<file path="src/verilog/nvc_pkg.sv">
// Shared constants of the nonvolatile command and status controller.
package nvc_pkg;
	// ****************************************
	// Register byte offsets on the APB.
	// ****************************************
	localparam logic [7:0] OFF_STATUS = 8'h00;
	localparam logic [7:0] OFF_COMMAND = 8'h04;
	localparam logic [7:0] OFF_ADDR = 8'h08;
	localparam logic [7:0] OFF_DATA = 8'h0C;
	localparam logic [7:0] OFF_CLKDIV = 8'h10;
	localparam logic [7:0] OFF_PROT = 8'h14;
	localparam logic [7:0] OFF_CONFIG = 8'h18;
	// ****************************************
	// Status and configuration bit positions.
	// ****************************************
	localparam int B_CBE = 7;
	localparam int B_CCF = 6;
	localparam int B_PVIOL = 5;
	localparam int B_ACCERR = 4;
	localparam int B_BLANK = 2;
	localparam int B_BACKDOOR_KEY_WRITE_ENABLE = 5;
	// ****************************************
	// Command codes.
	// ****************************************
	localparam logic [7:0] CMD_BLANK = 8'h05;
	localparam logic [7:0] CMD_BYTE_PROG = 8'h20;
	localparam logic [7:0] CMD_BURST_PROG = 8'h25;
	localparam logic [7:0] CMD_SECT_ERASE = 8'h40;
	localparam logic [7:0] CMD_MASS_ERASE = 8'h41;
	localparam logic [7:0] CMD_ABORT = 8'h47;
	// ****************************************
	// Protection map and reset values.
	// ****************************************
	localparam logic [7:0] PROT_RESET = 8'hFF;
	localparam logic [5:0] FPS_NONE = 6'h3F;
	localparam logic [5:0] FPS_ALL = 6'h18;
	localparam logic [1:0] EPS_NONE = 2'h3;
	localparam logic [16:0] FLASH_TOP = 17'h10000;
	localparam logic [16:0] FLASH_STEP = 17'h00600;
	localparam logic [15:0] EE_BASE = 16'h1400;
	localparam logic [15:0] EE_TOP = 16'h1800;
	localparam logic [15:0] EE_STEP = 16'h0010;
	localparam logic [15:0] KEY_BASE = 16'hFFB0;
	localparam logic [15:0] KEY_LAST = 16'hFFB7;
endpackage

</file>
<file path="src/verilog/nvc_cmd_buffer.sv">
// One-deep holding stage for a burst program command.
`timescale 1ns/1ps
module nvc_cmd_buffer (
	// Clock and reset.
	input wire logic clk_in,
	input wire logic resetn_in,
	// Fill and drain.
	input wire logic load_in,
	input wire logic take_in,
	input wire logic [15:0] addr_in,
	input wire logic [7:0] data_in,
	// Held entry.
	output logic valid_out,
	output logic [15:0] addr_out,
	output logic [7:0] data_out
);
	logic valid_r;
	logic valid_nxt;
	logic [15:0] addr_r;
	logic [15:0] addr_nxt;
	logic [7:0] data_r;
	logic [7:0] data_nxt;

	// A load wins over a take so a refill in the drain cycle is kept.
	always_comb begin
		valid_nxt = valid_r;
		addr_nxt = addr_r;
		data_nxt = data_r;
		if (take_in) begin
			valid_nxt = 1'b0;
		end
		if (load_in) begin
			valid_nxt = 1'b1;
			addr_nxt = addr_in;
			data_nxt = data_in;
		end
	end

	// Entry registers.
	always_ff @(posedge clk_in or negedge resetn_in) begin
		if (!resetn_in) begin
			valid_r <= 1'b0;
			addr_r <= 16'h0000;
			data_r <= 8'h00;
		end else begin
			valid_r <= valid_nxt;
			addr_r <= addr_nxt;
			data_r <= data_nxt;
		end
	end

	assign valid_out = valid_r;
	assign addr_out = addr_r;
	assign data_out = data_r;
endmodule

</file>
<file path="src/verilog/nvc_ctrl.sv">
// Command launch and status controller for the flash and EEPROM arrays.
//
// Decided for this implementation: the address map and register access over APB.
`timescale 1ns/1ps
module nvc_ctrl (
	// Clock and reset.
	input wire logic clk_in,
	input wire logic resetn_in,
	// APB slave.
	input wire logic [7:0] paddr_in,
	input wire logic psel_in,
	input wire logic penable_in,
	input wire logic pwrite_in,
	input wire logic [31:0] pwdata_in,
	output logic [31:0] prdata_out,
	output logic pready_out,
	output logic pslverr_out,
	// System mode.
	input wire logic stop_mode_in,
	// Array side.
	input wire logic array_done_in,
	input wire logic array_blank_in,
	output logic array_start_out,
	output logic array_abort_out,
	output logic [7:0] array_cmd_out,
	output logic [15:0] array_addr_out,
	output logic [7:0] array_data_out,
	// Backdoor key writes.
	output logic key_write_out,
	output logic [2:0] key_index_out,
	output logic [7:0] key_data_out
);
	// ****************************************
	// Declarations.
	// ****************************************
	typedef enum logic [1:0] {SEQ_IDLE, SEQ_DATA, SEQ_CMD} nvc_seq_type;
	nvc_seq_type seq_r, seq_nxt;
	logic pready_r, pready_nxt, pslverr_r, pslverr_nxt;
	logic [31:0] prdata_r, prdata_nxt;
	logic cbe_r, cbe_nxt, ccf_r, ccf_nxt, pviol_r, pviol_nxt;
	logic accerr_r, accerr_nxt, blank_r, blank_nxt, busy_r, busy_nxt;
	logic [7:0] cmd_r, cmd_nxt, run_cmd_r, run_cmd_nxt;
	logic [15:0] addr_r, addr_nxt, arr_addr_r, arr_addr_nxt;
	logic [7:0] data_r, data_nxt, arr_data_r, arr_data_nxt;
	logic [7:0] clkdiv_r, clkdiv_nxt, prot_r, prot_nxt, config_r, config_nxt;
	logic divset_r, divset_nxt, stop_q_r, stop_q_nxt;
	logic start_r, start_nxt, abort_r, abort_nxt;
	logic key_r, key_nxt;
	logic [2:0] key_idx_r, key_idx_nxt;
	logic [7:0] key_data_r, key_data_nxt;
	logic acc, wr, mapped;
	logic wr_status, launch_wr, launch_ok, legal, is_burst, is_write;
	logic prot_hit, prot_any, buf_valid, buf_load, buf_take;
	logic [15:0] buf_addr;
	logic [7:0] buf_data;
	logic [7:0] status_word;

	// ****************************************
	// Submodules.
	// ****************************************
	nvc_prot_check u_prot (
		.addr_in(addr_r),
		.prot_in(prot_r),
		.hit_out(prot_hit),
		.any_out(prot_any)
	);

	nvc_cmd_buffer u_buf (
		.clk_in(clk_in),
		.resetn_in(resetn_in),
		.load_in(buf_load),
		.take_in(buf_take),
		.addr_in(addr_r),
		.data_in(data_r),
		.valid_out(buf_valid),
		.addr_out(buf_addr),
		.data_out(buf_data)
	);

	// ****************************************
	// Bus decode.
	// ****************************************
	// A transfer completes in its second access cycle, when ready is high.
	always_comb begin
		acc = psel_in & penable_in & pready_r;
		wr = acc & pwrite_in;
		mapped = (paddr_in[1:0] == 2'h0) && (paddr_in <= nvc_pkg::OFF_CONFIG);
		wr_status = wr && (paddr_in == nvc_pkg::OFF_STATUS);
		launch_wr = wr_status && pwdata_in[nvc_pkg::B_CBE];
		launch_ok = launch_wr && (seq_r == SEQ_CMD) && cbe_r;
		status_word = 8'h00;
		status_word[nvc_pkg::B_CBE] = cbe_r;
		status_word[nvc_pkg::B_CCF] = ccf_r;
		status_word[nvc_pkg::B_PVIOL] = pviol_r;
		status_word[nvc_pkg::B_ACCERR] = accerr_r;
		status_word[nvc_pkg::B_BLANK] = blank_r;
	end

	// Command classification.
	always_comb begin
		legal = (cmd_r == nvc_pkg::CMD_BLANK) || (cmd_r == nvc_pkg::CMD_BYTE_PROG)
			|| (cmd_r == nvc_pkg::CMD_BURST_PROG) || (cmd_r == nvc_pkg::CMD_SECT_ERASE)
			|| (cmd_r == nvc_pkg::CMD_MASS_ERASE) || (cmd_r == nvc_pkg::CMD_ABORT);
		is_burst = cmd_r == nvc_pkg::CMD_BURST_PROG;
		is_write = legal && (cmd_r != nvc_pkg::CMD_BLANK) && (cmd_r != nvc_pkg::CMD_ABORT);
	end

	// ****************************************
	// APB answer.
	// ****************************************
	// Read data is captured as ready rises so it is stable for the whole sample.
	always_comb begin
		pready_nxt = psel_in & penable_in & ~pready_r;
		pslverr_nxt = pready_nxt & ~mapped;
		prdata_nxt = prdata_r;
		if (pready_nxt) begin
			prdata_nxt = 32'h00000000;
			unique case (paddr_in)
				nvc_pkg::OFF_STATUS: prdata_nxt[7:0] = status_word;
				nvc_pkg::OFF_COMMAND: prdata_nxt[7:0] = cmd_r;
				nvc_pkg::OFF_ADDR: prdata_nxt[15:0] = addr_r;
				nvc_pkg::OFF_DATA: prdata_nxt[7:0] = data_r;
				nvc_pkg::OFF_CLKDIV: prdata_nxt[7:0] = clkdiv_r;
				nvc_pkg::OFF_PROT: prdata_nxt[7:0] = prot_r;
				nvc_pkg::OFF_CONFIG: prdata_nxt[7:0] = config_r;
				default: prdata_nxt = 32'h00000000;
			endcase
		end
	end

	always_ff @(posedge clk_in or negedge resetn_in) begin
		if (!resetn_in) begin
			pready_r <= 1'b0;
			pslverr_r <= 1'b0;
			prdata_r <= 32'h00000000;
		end else begin
			pready_r <= pready_nxt;
			pslverr_r <= pslverr_nxt;
			prdata_r <= prdata_nxt;
		end
	end

	// ****************************************
	// Command sequencing and status.
	// ****************************************
	// Errors set their flags after any clear in the same cycle, so events win.
	always_comb begin
		seq_nxt = seq_r;
		cmd_nxt = cmd_r;
		addr_nxt = addr_r;
		data_nxt = data_r;
		clkdiv_nxt = clkdiv_r;
		prot_nxt = prot_r;
		config_nxt = config_r;
		divset_nxt = divset_r;
		stop_q_nxt = stop_mode_in;
		pviol_nxt = pviol_r;
		accerr_nxt = accerr_r;
		blank_nxt = blank_r;
		busy_nxt = busy_r;
		run_cmd_nxt = run_cmd_r;
		arr_addr_nxt = arr_addr_r;
		arr_data_nxt = arr_data_r;
		start_nxt = 1'b0;
		abort_nxt = 1'b0;
		key_nxt = 1'b0;
		key_idx_nxt = key_idx_r;
		key_data_nxt = key_data_r;
		buf_load = 1'b0;
		buf_take = 1'b0;
		if (wr_status && pwdata_in[nvc_pkg::B_PVIOL]) begin
			pviol_nxt = 1'b0;
		end
		if (wr_status && pwdata_in[nvc_pkg::B_ACCERR]) begin
			accerr_nxt = 1'b0;
		end
		// Array completion; a held burst follows at once.
		if (busy_r && array_done_in) begin
			busy_nxt = 1'b0;
			if (run_cmd_r == nvc_pkg::CMD_BLANK) begin
				blank_nxt = array_blank_in;
			end
			if (buf_valid) begin
				buf_take = 1'b1;
				busy_nxt = 1'b1;
				start_nxt = 1'b1;
				arr_addr_nxt = buf_addr;
				arr_data_nxt = buf_data;
			end
		end
		if (stop_mode_in && !stop_q_r && (busy_r || buf_valid)) begin
			accerr_nxt = 1'b1;
		end
		// Register writes other than status.
		if (wr) begin
			unique case (paddr_in)
				nvc_pkg::OFF_CLKDIV: begin
					clkdiv_nxt = pwdata_in[7:0];
					divset_nxt = 1'b1;
				end
				nvc_pkg::OFF_PROT: begin
					// Protection may only grow; a shrinking field is ignored.
					if (pwdata_in[7:6] <= prot_r[7:6]) begin
						prot_nxt[7:6] = pwdata_in[7:6];
					end
					if (pwdata_in[5:0] <= prot_r[5:0]) begin
						prot_nxt[5:0] = pwdata_in[5:0];
					end
				end
				nvc_pkg::OFF_CONFIG: config_nxt = pwdata_in[7:0];
				nvc_pkg::OFF_ADDR: addr_nxt = pwdata_in[15:0];
				nvc_pkg::OFF_DATA: begin
					data_nxt = pwdata_in[7:0];
					if (config_r[nvc_pkg::B_BACKDOOR_KEY_WRITE_ENABLE] && (addr_r >= nvc_pkg::KEY_BASE)
						&& (addr_r <= nvc_pkg::KEY_LAST)) begin
						key_nxt = 1'b1;
						key_idx_nxt = addr_r[2:0];
						key_data_nxt = pwdata_in[7:0];
					end else if (seq_r == SEQ_IDLE && cbe_r) begin
						seq_nxt = SEQ_DATA;
					end else begin
						seq_nxt = SEQ_IDLE;
						accerr_nxt = 1'b1;
					end
				end
				nvc_pkg::OFF_COMMAND: begin
					cmd_nxt = pwdata_in[7:0];
					if (seq_r == SEQ_DATA) begin
						seq_nxt = SEQ_CMD;
					end else begin
						seq_nxt = SEQ_IDLE;
						accerr_nxt = 1'b1;
					end
				end
				default: begin
				end
			endcase
		end
		// Launch checks, in order of precedence.
		if (launch_wr) begin
			seq_nxt = SEQ_IDLE;
			if (!launch_ok || !legal) begin
				accerr_nxt = 1'b1;
			end else if (is_write && !divset_r) begin
				accerr_nxt = 1'b1;
			end else if ((cmd_r == nvc_pkg::CMD_MASS_ERASE) ? prot_any
				: (is_write && prot_hit)) begin
				pviol_nxt = 1'b1;
			end else if (cmd_r == nvc_pkg::CMD_ABORT && busy_r) begin
				abort_nxt = run_cmd_r == nvc_pkg::CMD_SECT_ERASE;
				blank_nxt = 1'b0;
			end else if (!busy_nxt) begin
				blank_nxt = 1'b0;
				busy_nxt = 1'b1;
				start_nxt = 1'b1;
				run_cmd_nxt = cmd_r;
				arr_addr_nxt = addr_r;
				arr_data_nxt = data_r;
			end else if (is_burst && run_cmd_r == nvc_pkg::CMD_BURST_PROG && !buf_valid) begin
				blank_nxt = 1'b0;
				buf_load = 1'b1;
			end else begin
				accerr_nxt = 1'b1;
			end
		end
		// The launch write clears the empty flag; it returns once nothing is held.
		cbe_nxt = !launch_wr && !(buf_valid && !buf_take) && !buf_load;
		ccf_nxt = cbe_nxt && !busy_nxt;
	end

	always_ff @(posedge clk_in or negedge resetn_in) begin
		if (!resetn_in) begin
			seq_r <= SEQ_IDLE;
			cmd_r <= 8'h00;
			addr_r <= 16'h0000;
			data_r <= 8'h00;
			clkdiv_r <= 8'h00;
			prot_r <= nvc_pkg::PROT_RESET;
			config_r <= 8'h00;
			divset_r <= 1'b0;
			stop_q_r <= 1'b0;
			cbe_r <= 1'b1;
			ccf_r <= 1'b1;
			pviol_r <= 1'b0;
			accerr_r <= 1'b0;
			blank_r <= 1'b0;
			busy_r <= 1'b0;
			run_cmd_r <= 8'h00;
			arr_addr_r <= 16'h0000;
			arr_data_r <= 8'h00;
			start_r <= 1'b0;
			abort_r <= 1'b0;
			key_r <= 1'b0;
			key_idx_r <= 3'h0;
			key_data_r <= 8'h00;
		end else begin
			seq_r <= seq_nxt;
			cmd_r <= cmd_nxt;
			addr_r <= addr_nxt;
			data_r <= data_nxt;
			clkdiv_r <= clkdiv_nxt;
			prot_r <= prot_nxt;
			config_r <= config_nxt;
			divset_r <= divset_nxt;
			stop_q_r <= stop_q_nxt;
			cbe_r <= cbe_nxt;
			ccf_r <= ccf_nxt;
			pviol_r <= pviol_nxt;
			accerr_r <= accerr_nxt;
			blank_r <= blank_nxt;
			busy_r <= busy_nxt;
			run_cmd_r <= run_cmd_nxt;
			arr_addr_r <= arr_addr_nxt;
			arr_data_r <= arr_data_nxt;
			start_r <= start_nxt;
			abort_r <= abort_nxt;
			key_r <= key_nxt;
			key_idx_r <= key_idx_nxt;
			key_data_r <= key_data_nxt;
		end
	end

	// ****************************************
	// Outputs.
	// ****************************************
	// Every output is a register; the array command follows the running one.
	assign prdata_out = prdata_r;
	assign pready_out = pready_r;
	assign pslverr_out = pslverr_r;
	assign array_start_out = start_r;
	assign array_abort_out = abort_r;
	assign array_cmd_out = run_cmd_r;
	assign array_addr_out = arr_addr_r;
	assign array_data_out = arr_data_r;
	assign key_write_out = key_r;
	assign key_index_out = key_idx_r;
	assign key_data_out = key_data_r;
endmodule

</file>
<file path="src/verilog/nvc_prot_check.sv">
// Protection decision for one array address.
`timescale 1ns/1ps
module nvc_prot_check (
	// Address and protection setting.
	input wire logic [15:0] addr_in,
	input wire logic [7:0] prot_in,
	// Decision.
	output logic hit_out,
	output logic any_out
);
	logic [5:0] fps;
	logic [1:0] eps;
	logic [16:0] fsize;
	logic [15:0] esize;
	logic fhit;
	logic ehit;

	// Protected regions grow down from the top of each array.
	always_comb begin
		fps = prot_in[5:0];
		eps = prot_in[7:6];
		if (fps <= nvc_pkg::FPS_ALL) begin
			fsize = nvc_pkg::FLASH_TOP;
		end else begin
			fsize = 17'((nvc_pkg::FPS_NONE - fps) * nvc_pkg::FLASH_STEP);
		end
		esize = 16'(nvc_pkg::EE_STEP << (2'h3 - eps)) & {16{eps != nvc_pkg::EPS_NONE}};
		fhit = (fsize != 17'h00000) && ({1'b0, addr_in} >= nvc_pkg::FLASH_TOP - fsize);
		ehit = (addr_in >= nvc_pkg::EE_BASE) && (addr_in < nvc_pkg::EE_TOP)
			&& (esize != 16'h0000) && (addr_in >= nvc_pkg::EE_TOP - esize);
		hit_out = fhit | ehit;
		any_out = (fps != nvc_pkg::FPS_NONE) | (eps != nvc_pkg::EPS_NONE);
	end
endmodule
</file>
<file path="config.mk">
export PLATFORM = sky130hd
export DESIGN_NAME = nvc_ctrl
export DESIGN_NICKNAME = d
export VERILOG_FILES = /design/src/verilog/nvc_pkg.sv /design/src/verilog/nvc_cmd_buffer.sv /design/src/verilog/nvc_ctrl.sv /design/src/verilog/nvc_prot_check.sv
export SDC_FILE = /design/constraint.sdc
export NUM_CORES = 1
export LEC_CHECK = 0
export ABC_AREA = 0
export BUFFER_PORTS_ARGS = -buffer_cell sky130_fd_sc_hd__buf_2
export CORE_AREA = 2 2 157 159
export DETAILED_ROUTE_END_ITERATION = 8
export DIE_AREA = 0 0 159 161
export GPL_TIMING_DRIVEN = 0
export PLACE_DENSITY = 0.61
export SYNTH_ARGS = -nofsm -noshare
export SYNTH_HDL_FRONTEND = slang
export SYNTH_SLANG_ARGS = --single-unit
</file>
<file path="constraint.sdc">
create_clock -name clk_in -period 12.05 [get_ports clk_in]
set_clock_uncertainty 0.05 [all_clocks]
set_input_delay 0 -clock clk_in [delete_from_list [all_inputs] [get_ports clk_in]]
set_output_delay 0 -clock clk_in [all_outputs]
set_load 0.005 [all_outputs]
</file>
==> summary.md <==
| Metric | Value |
|---|---|
| Total leakage power | ~5.2 nW |
| Ratio of cells with drive above 1 in the final layout | 0.339 |
| CP arrival | a little under 5000 ps |
| Crit Path Class | flip-flop to flip-flop |
| Reg2Reg Depth | 18 |
| First-pass GRT wire length | 34900 µm |
| Pin count of the biggest net entering global routing | 87 |
| Crit. Startpoint | prot_r[5]$_DFFE_PN1P_ |
| Multi-input gate area | 4060 µm² |
| CTS buffer count | 17 |
| Largest family of logic cells by synthesized area | multiplexers |
| Layout fillers | 2327 |
| Flop and latch count out of synthesis | between 150 and 200 |
| Top cells by area, synth | dfrtp_1, mux2_2, ha_1 |
| Maxcap violations | 0 |
| Slowest cell on crit path | dfstp_2 |
| Hold path start | paddr_in[4] |
| Count leader, synth | dfrtp_1 |
| Placed inst area | about 9200 µm² |
| Sequential-to-total area share from yosys stat | 0.472 |
| Fin. Hold Viols | 0 |
| Worst hold path type | primary input to flip-flop |
| Detail Placement HPWL | about 16000 µm |
| Adder-Cell Fraction of Synth Area | 0.0586 |
| Die area | between 20000 and 30000 µm² |
| M3 GR Usage | 0.0280 |
| Worst-path cell chain | inv_1 > ha_1 > a21oi_1 > a31o_2 > nor2_1 > inv_1 > ha_1 > inv_1 > xnor2_1 > ha_1 > nor4b_1 > a41o_1 > o2111ai_1 > a21o_1 > a311o_1 > nand3_2 > buf_4 > mux2_2 |
| Register-to-Register Setup Slack | about 7400 ps |
| Final Setup Violations | 0 |
| Top FF cell, synth | dfrtp_1 |
| Fraction of registers with async set/reset | 1.00 |
| Synthesis-to-layout area growth | 21.1% |
| Status | finished clean |
| Initial antenna violation count | 0 |
| Chip Width | ~160 µm |
| DRT Pass-1 Iters | 4 |
| Setup_tns | 0 ps |
| Slew headroom | 0.178 |
| Antenna viol nets, final | 0 |
| Clock-pin slew on the worst setup and hold paths | approximately 60 ps |
| Clk sinks | between 150 and 200 |
| Nets@finish | ~940 |
| M2 GR Usage | 0.278 |
| Yosys Warn Count | 0 |
| VDD IR-drop max | 67.5 µV |
| XOR/XNOR Fraction of Synth Area | 0.00532 |
| Clk root buf | clkbuf_16 |
| Drt initial violations | between 200 and 300 |
| Pre-CTS setup slack | approximately 7400 ps |
| Post-synth top area share | 0.440 |
| Reg-to-Reg End | u_buf.data_out[6]$_DFFE_PN0P_ |
| Compound-Gate Fraction of Synth Area | 0.0969 |
| Setup bufs post-CTS | 0 |
| Mux contribution to synthesized area | 0.194 |
| Max clock buf depth | 2 |
| Gate Count Post-Synth | approximately 700 |
| PwrDens | ~140 nW/µm² |
| Syn Std Cell Area | 8240 µm² |
| GR peak layer | met2 |
| R2R Path Start | prot_r[5]$_DFFE_PN1P_ |
| H-tree depth | 4 |
| CP endpoint kind | flip-flop |
| WL per Instance | approximately 18 µm |
| Slew @ Worst Pin | about 1200 ps |
| RSZ-0062 raised after global routing | no |
| CTS tree | built |
| Port bufs | 95 |
| Fin area | between 9000 and 10000 µm² |
| DR DRC count | 0 |
| Hold Path Depth | 5 |
| Cell taking the most area after synthesis | dfrtp_1 |
| Total number of vias | roughly 6000 |
| Reg area | 3890 µm² |
| Worst Hold End | pviol_r$_DFF_PN0_ |
| Yosys cell types | between 70 and 80 |
| Period minus WS final | 4640 ps |
| Max stage delay on crit path | around 640 ps |
| Tot Pwr | between 1 and 1.5 mW |
| Setup WS post-layout | about 7400 ps |
| CTS resizes | 0 |
| RD Place Congestion | 0.883 |
| Vias in the first global route | 6063 |
| Fmax | ~220 MHz |
| Post-Synth Simple-Gate Area | 0.130 |
| Routed WL | 21500 µm |
| Initial Util | 0.344 |
| Rows | 57 |
| Tot GR Track Use | 0.175 |
| Post-synth EDFFs | 0 |
| Final period util | 0.385 |
| Met1 Track Usage GR | 0.240 |
| Grt total ovfl | 0 |
| Commonest cells post-synth | dfrtp_1, mux2_2, nand2_1, ha_1, o21ai_0 |
| Required time worst endpoint | between 10000 and 15000 ps |
| Crit path max fanout | 10 |
| Diodes inserted | 0 |
| Via/cell ratio | 5.07 |
| # IOs | 128 |
| Syn avg cell area | 11.7 µm² |
| Core area | between 20000 and 25000 µm² |
| Die Ht | about 160 µm |
| Max Slew Vio Count | 0 |
| Worst-Skew Late Latency | approximately 430 ps |
| Worst setup SP type | flip-flop |
==> power breakdown <==
| group | switching, mW | internal [mW] |
|---|---|---|
| Clock | 0.214 | 0.290 |
| Combinational | 0.179 | 0.152 |
| Sequential | 0.0204 | 0.535 |
| Total | 0.414 | 0.978 |
==> worst max path at each step <==
stage	endpoint	slack, ps	cells past startpoint
final	u_buf.data_out[6]$_DFFE_PN0P_	7410	18
after global routing	u_buf.addr_out[13]$_DFFE_PN0P_	7180	17
after CTS	u_buf.data_out[6]$_DFFE_PN0P_	7390	18
after detailed placement	u_buf.data_out[5]$_DFFE_PN0P_	7410	18
after global placement	u_buf.data_out[7]$_DFFE_PN0P_	7480	18
after floorplan	u_buf.addr_out[15]$_DFFE_PN0P_	8090	15
==> cells in the final DEF (no fill, tap or decap), drive strengths merged, types with 6 or more instances in the layout <==
| master | count |
|---|---|
| dfrtp | 145 |
| clkbuf | 35 |
| ha | 37 |
| dfstp | 10 |
| nor4 | 6 |
| nand4b | 6 |
| nor3 | 9 |
| and3 | 10 |
| nand4 | 8 |
| nand3 | 23 |
| nor2 | 25 |
| o21ai | 26 |
| o221ai | 6 |
| nand2b | 9 |
| conb | 16 |
| mux2 | 135 |
| a21o | 7 |
| nand2 | 60 |
| buf | 123 |
| a22oi | 16 |
| nor2b | 7 |
| dlygate4sd3 | 21 |
| a21oi | 19 |
| inv | 22 |
| and2 | 8 |
==> metal layers <==
metal	vias up	part of all wire
met5	-	0
met2	140	0.47
li1	2870	-
met1	3005	0.47
met4	0	0.026
met3	36	0.033
==> through the flow <==
stage	util	hold slack [ps]	instances
5_1_grt	0.416	51.9	1194
4_1_cts	0.416	14.1	1194
3_3_place_gp	0.383	79.8	1140
2_1_floorplan	-	-346	721
6_report	0.416	20.5	1194
3_5_place_dp	0.384	-44.1	1141
==> flip-flops by register name (all words and copies together), names as in the netlist, 8 cells and up <==
signal / count
addr_r: 16
array_addr_out: 16
array_cmd_out: 8
array_data_out: 8
clkdiv_r: 8
cmd_r: 8
config_r: 8
data_r: 8
key_data_out: 8
prdata_out: 16
prot_r: 8
u_buf.addr_out: 16
u_buf.data_out: 8
==> timing repair <==
| item | CTS | global route |
|---|---|---|
| setup endpoints to repair | 0 | 0 |
| hold buffers | 21 | 0 |
| hold endpoints to repair | 95 | 0 |
==> cell type report <==
type | instances | share of cell area
multi-input cells | 504 | 0.407
flip-flops and latches | 155 | 0.390
repair buffers | 117 | 0.0725
clock buffers | 22 | 0.0455
well taps | 324 | 0.0406
plain buffers | 40 | 0.0263
clock inverters | 10 | 0.00966
inverters | 22 | 0.00828
==> worst max-delay path: cells and delay by family (launching register included) <==
kind            cells  cell delay [ps]
mux                 1              350
xor+xnor            1              140
flops               1              640
compound gates      6             1390
simple gates        3              580
fa+ha+maj           3              800
buf+inv             4              550
==> cell families (layout without fill, tap and decap cells) <==
group | after synthesis | count (layout)
AND/OR/NAND/NOR | 192 | 192
flip-flops | 155 | 155
multiplexers | 138 | 138
AO/OA/AOI/OAI | 115 | 115
buffers and inverters | 62 | 211
adder cells (fa/ha/maj) | 38 | 38
XOR/XNOR | 5 | 5
other | 1 | 16
Note: power is estimated with default switching activity, not from simulation.
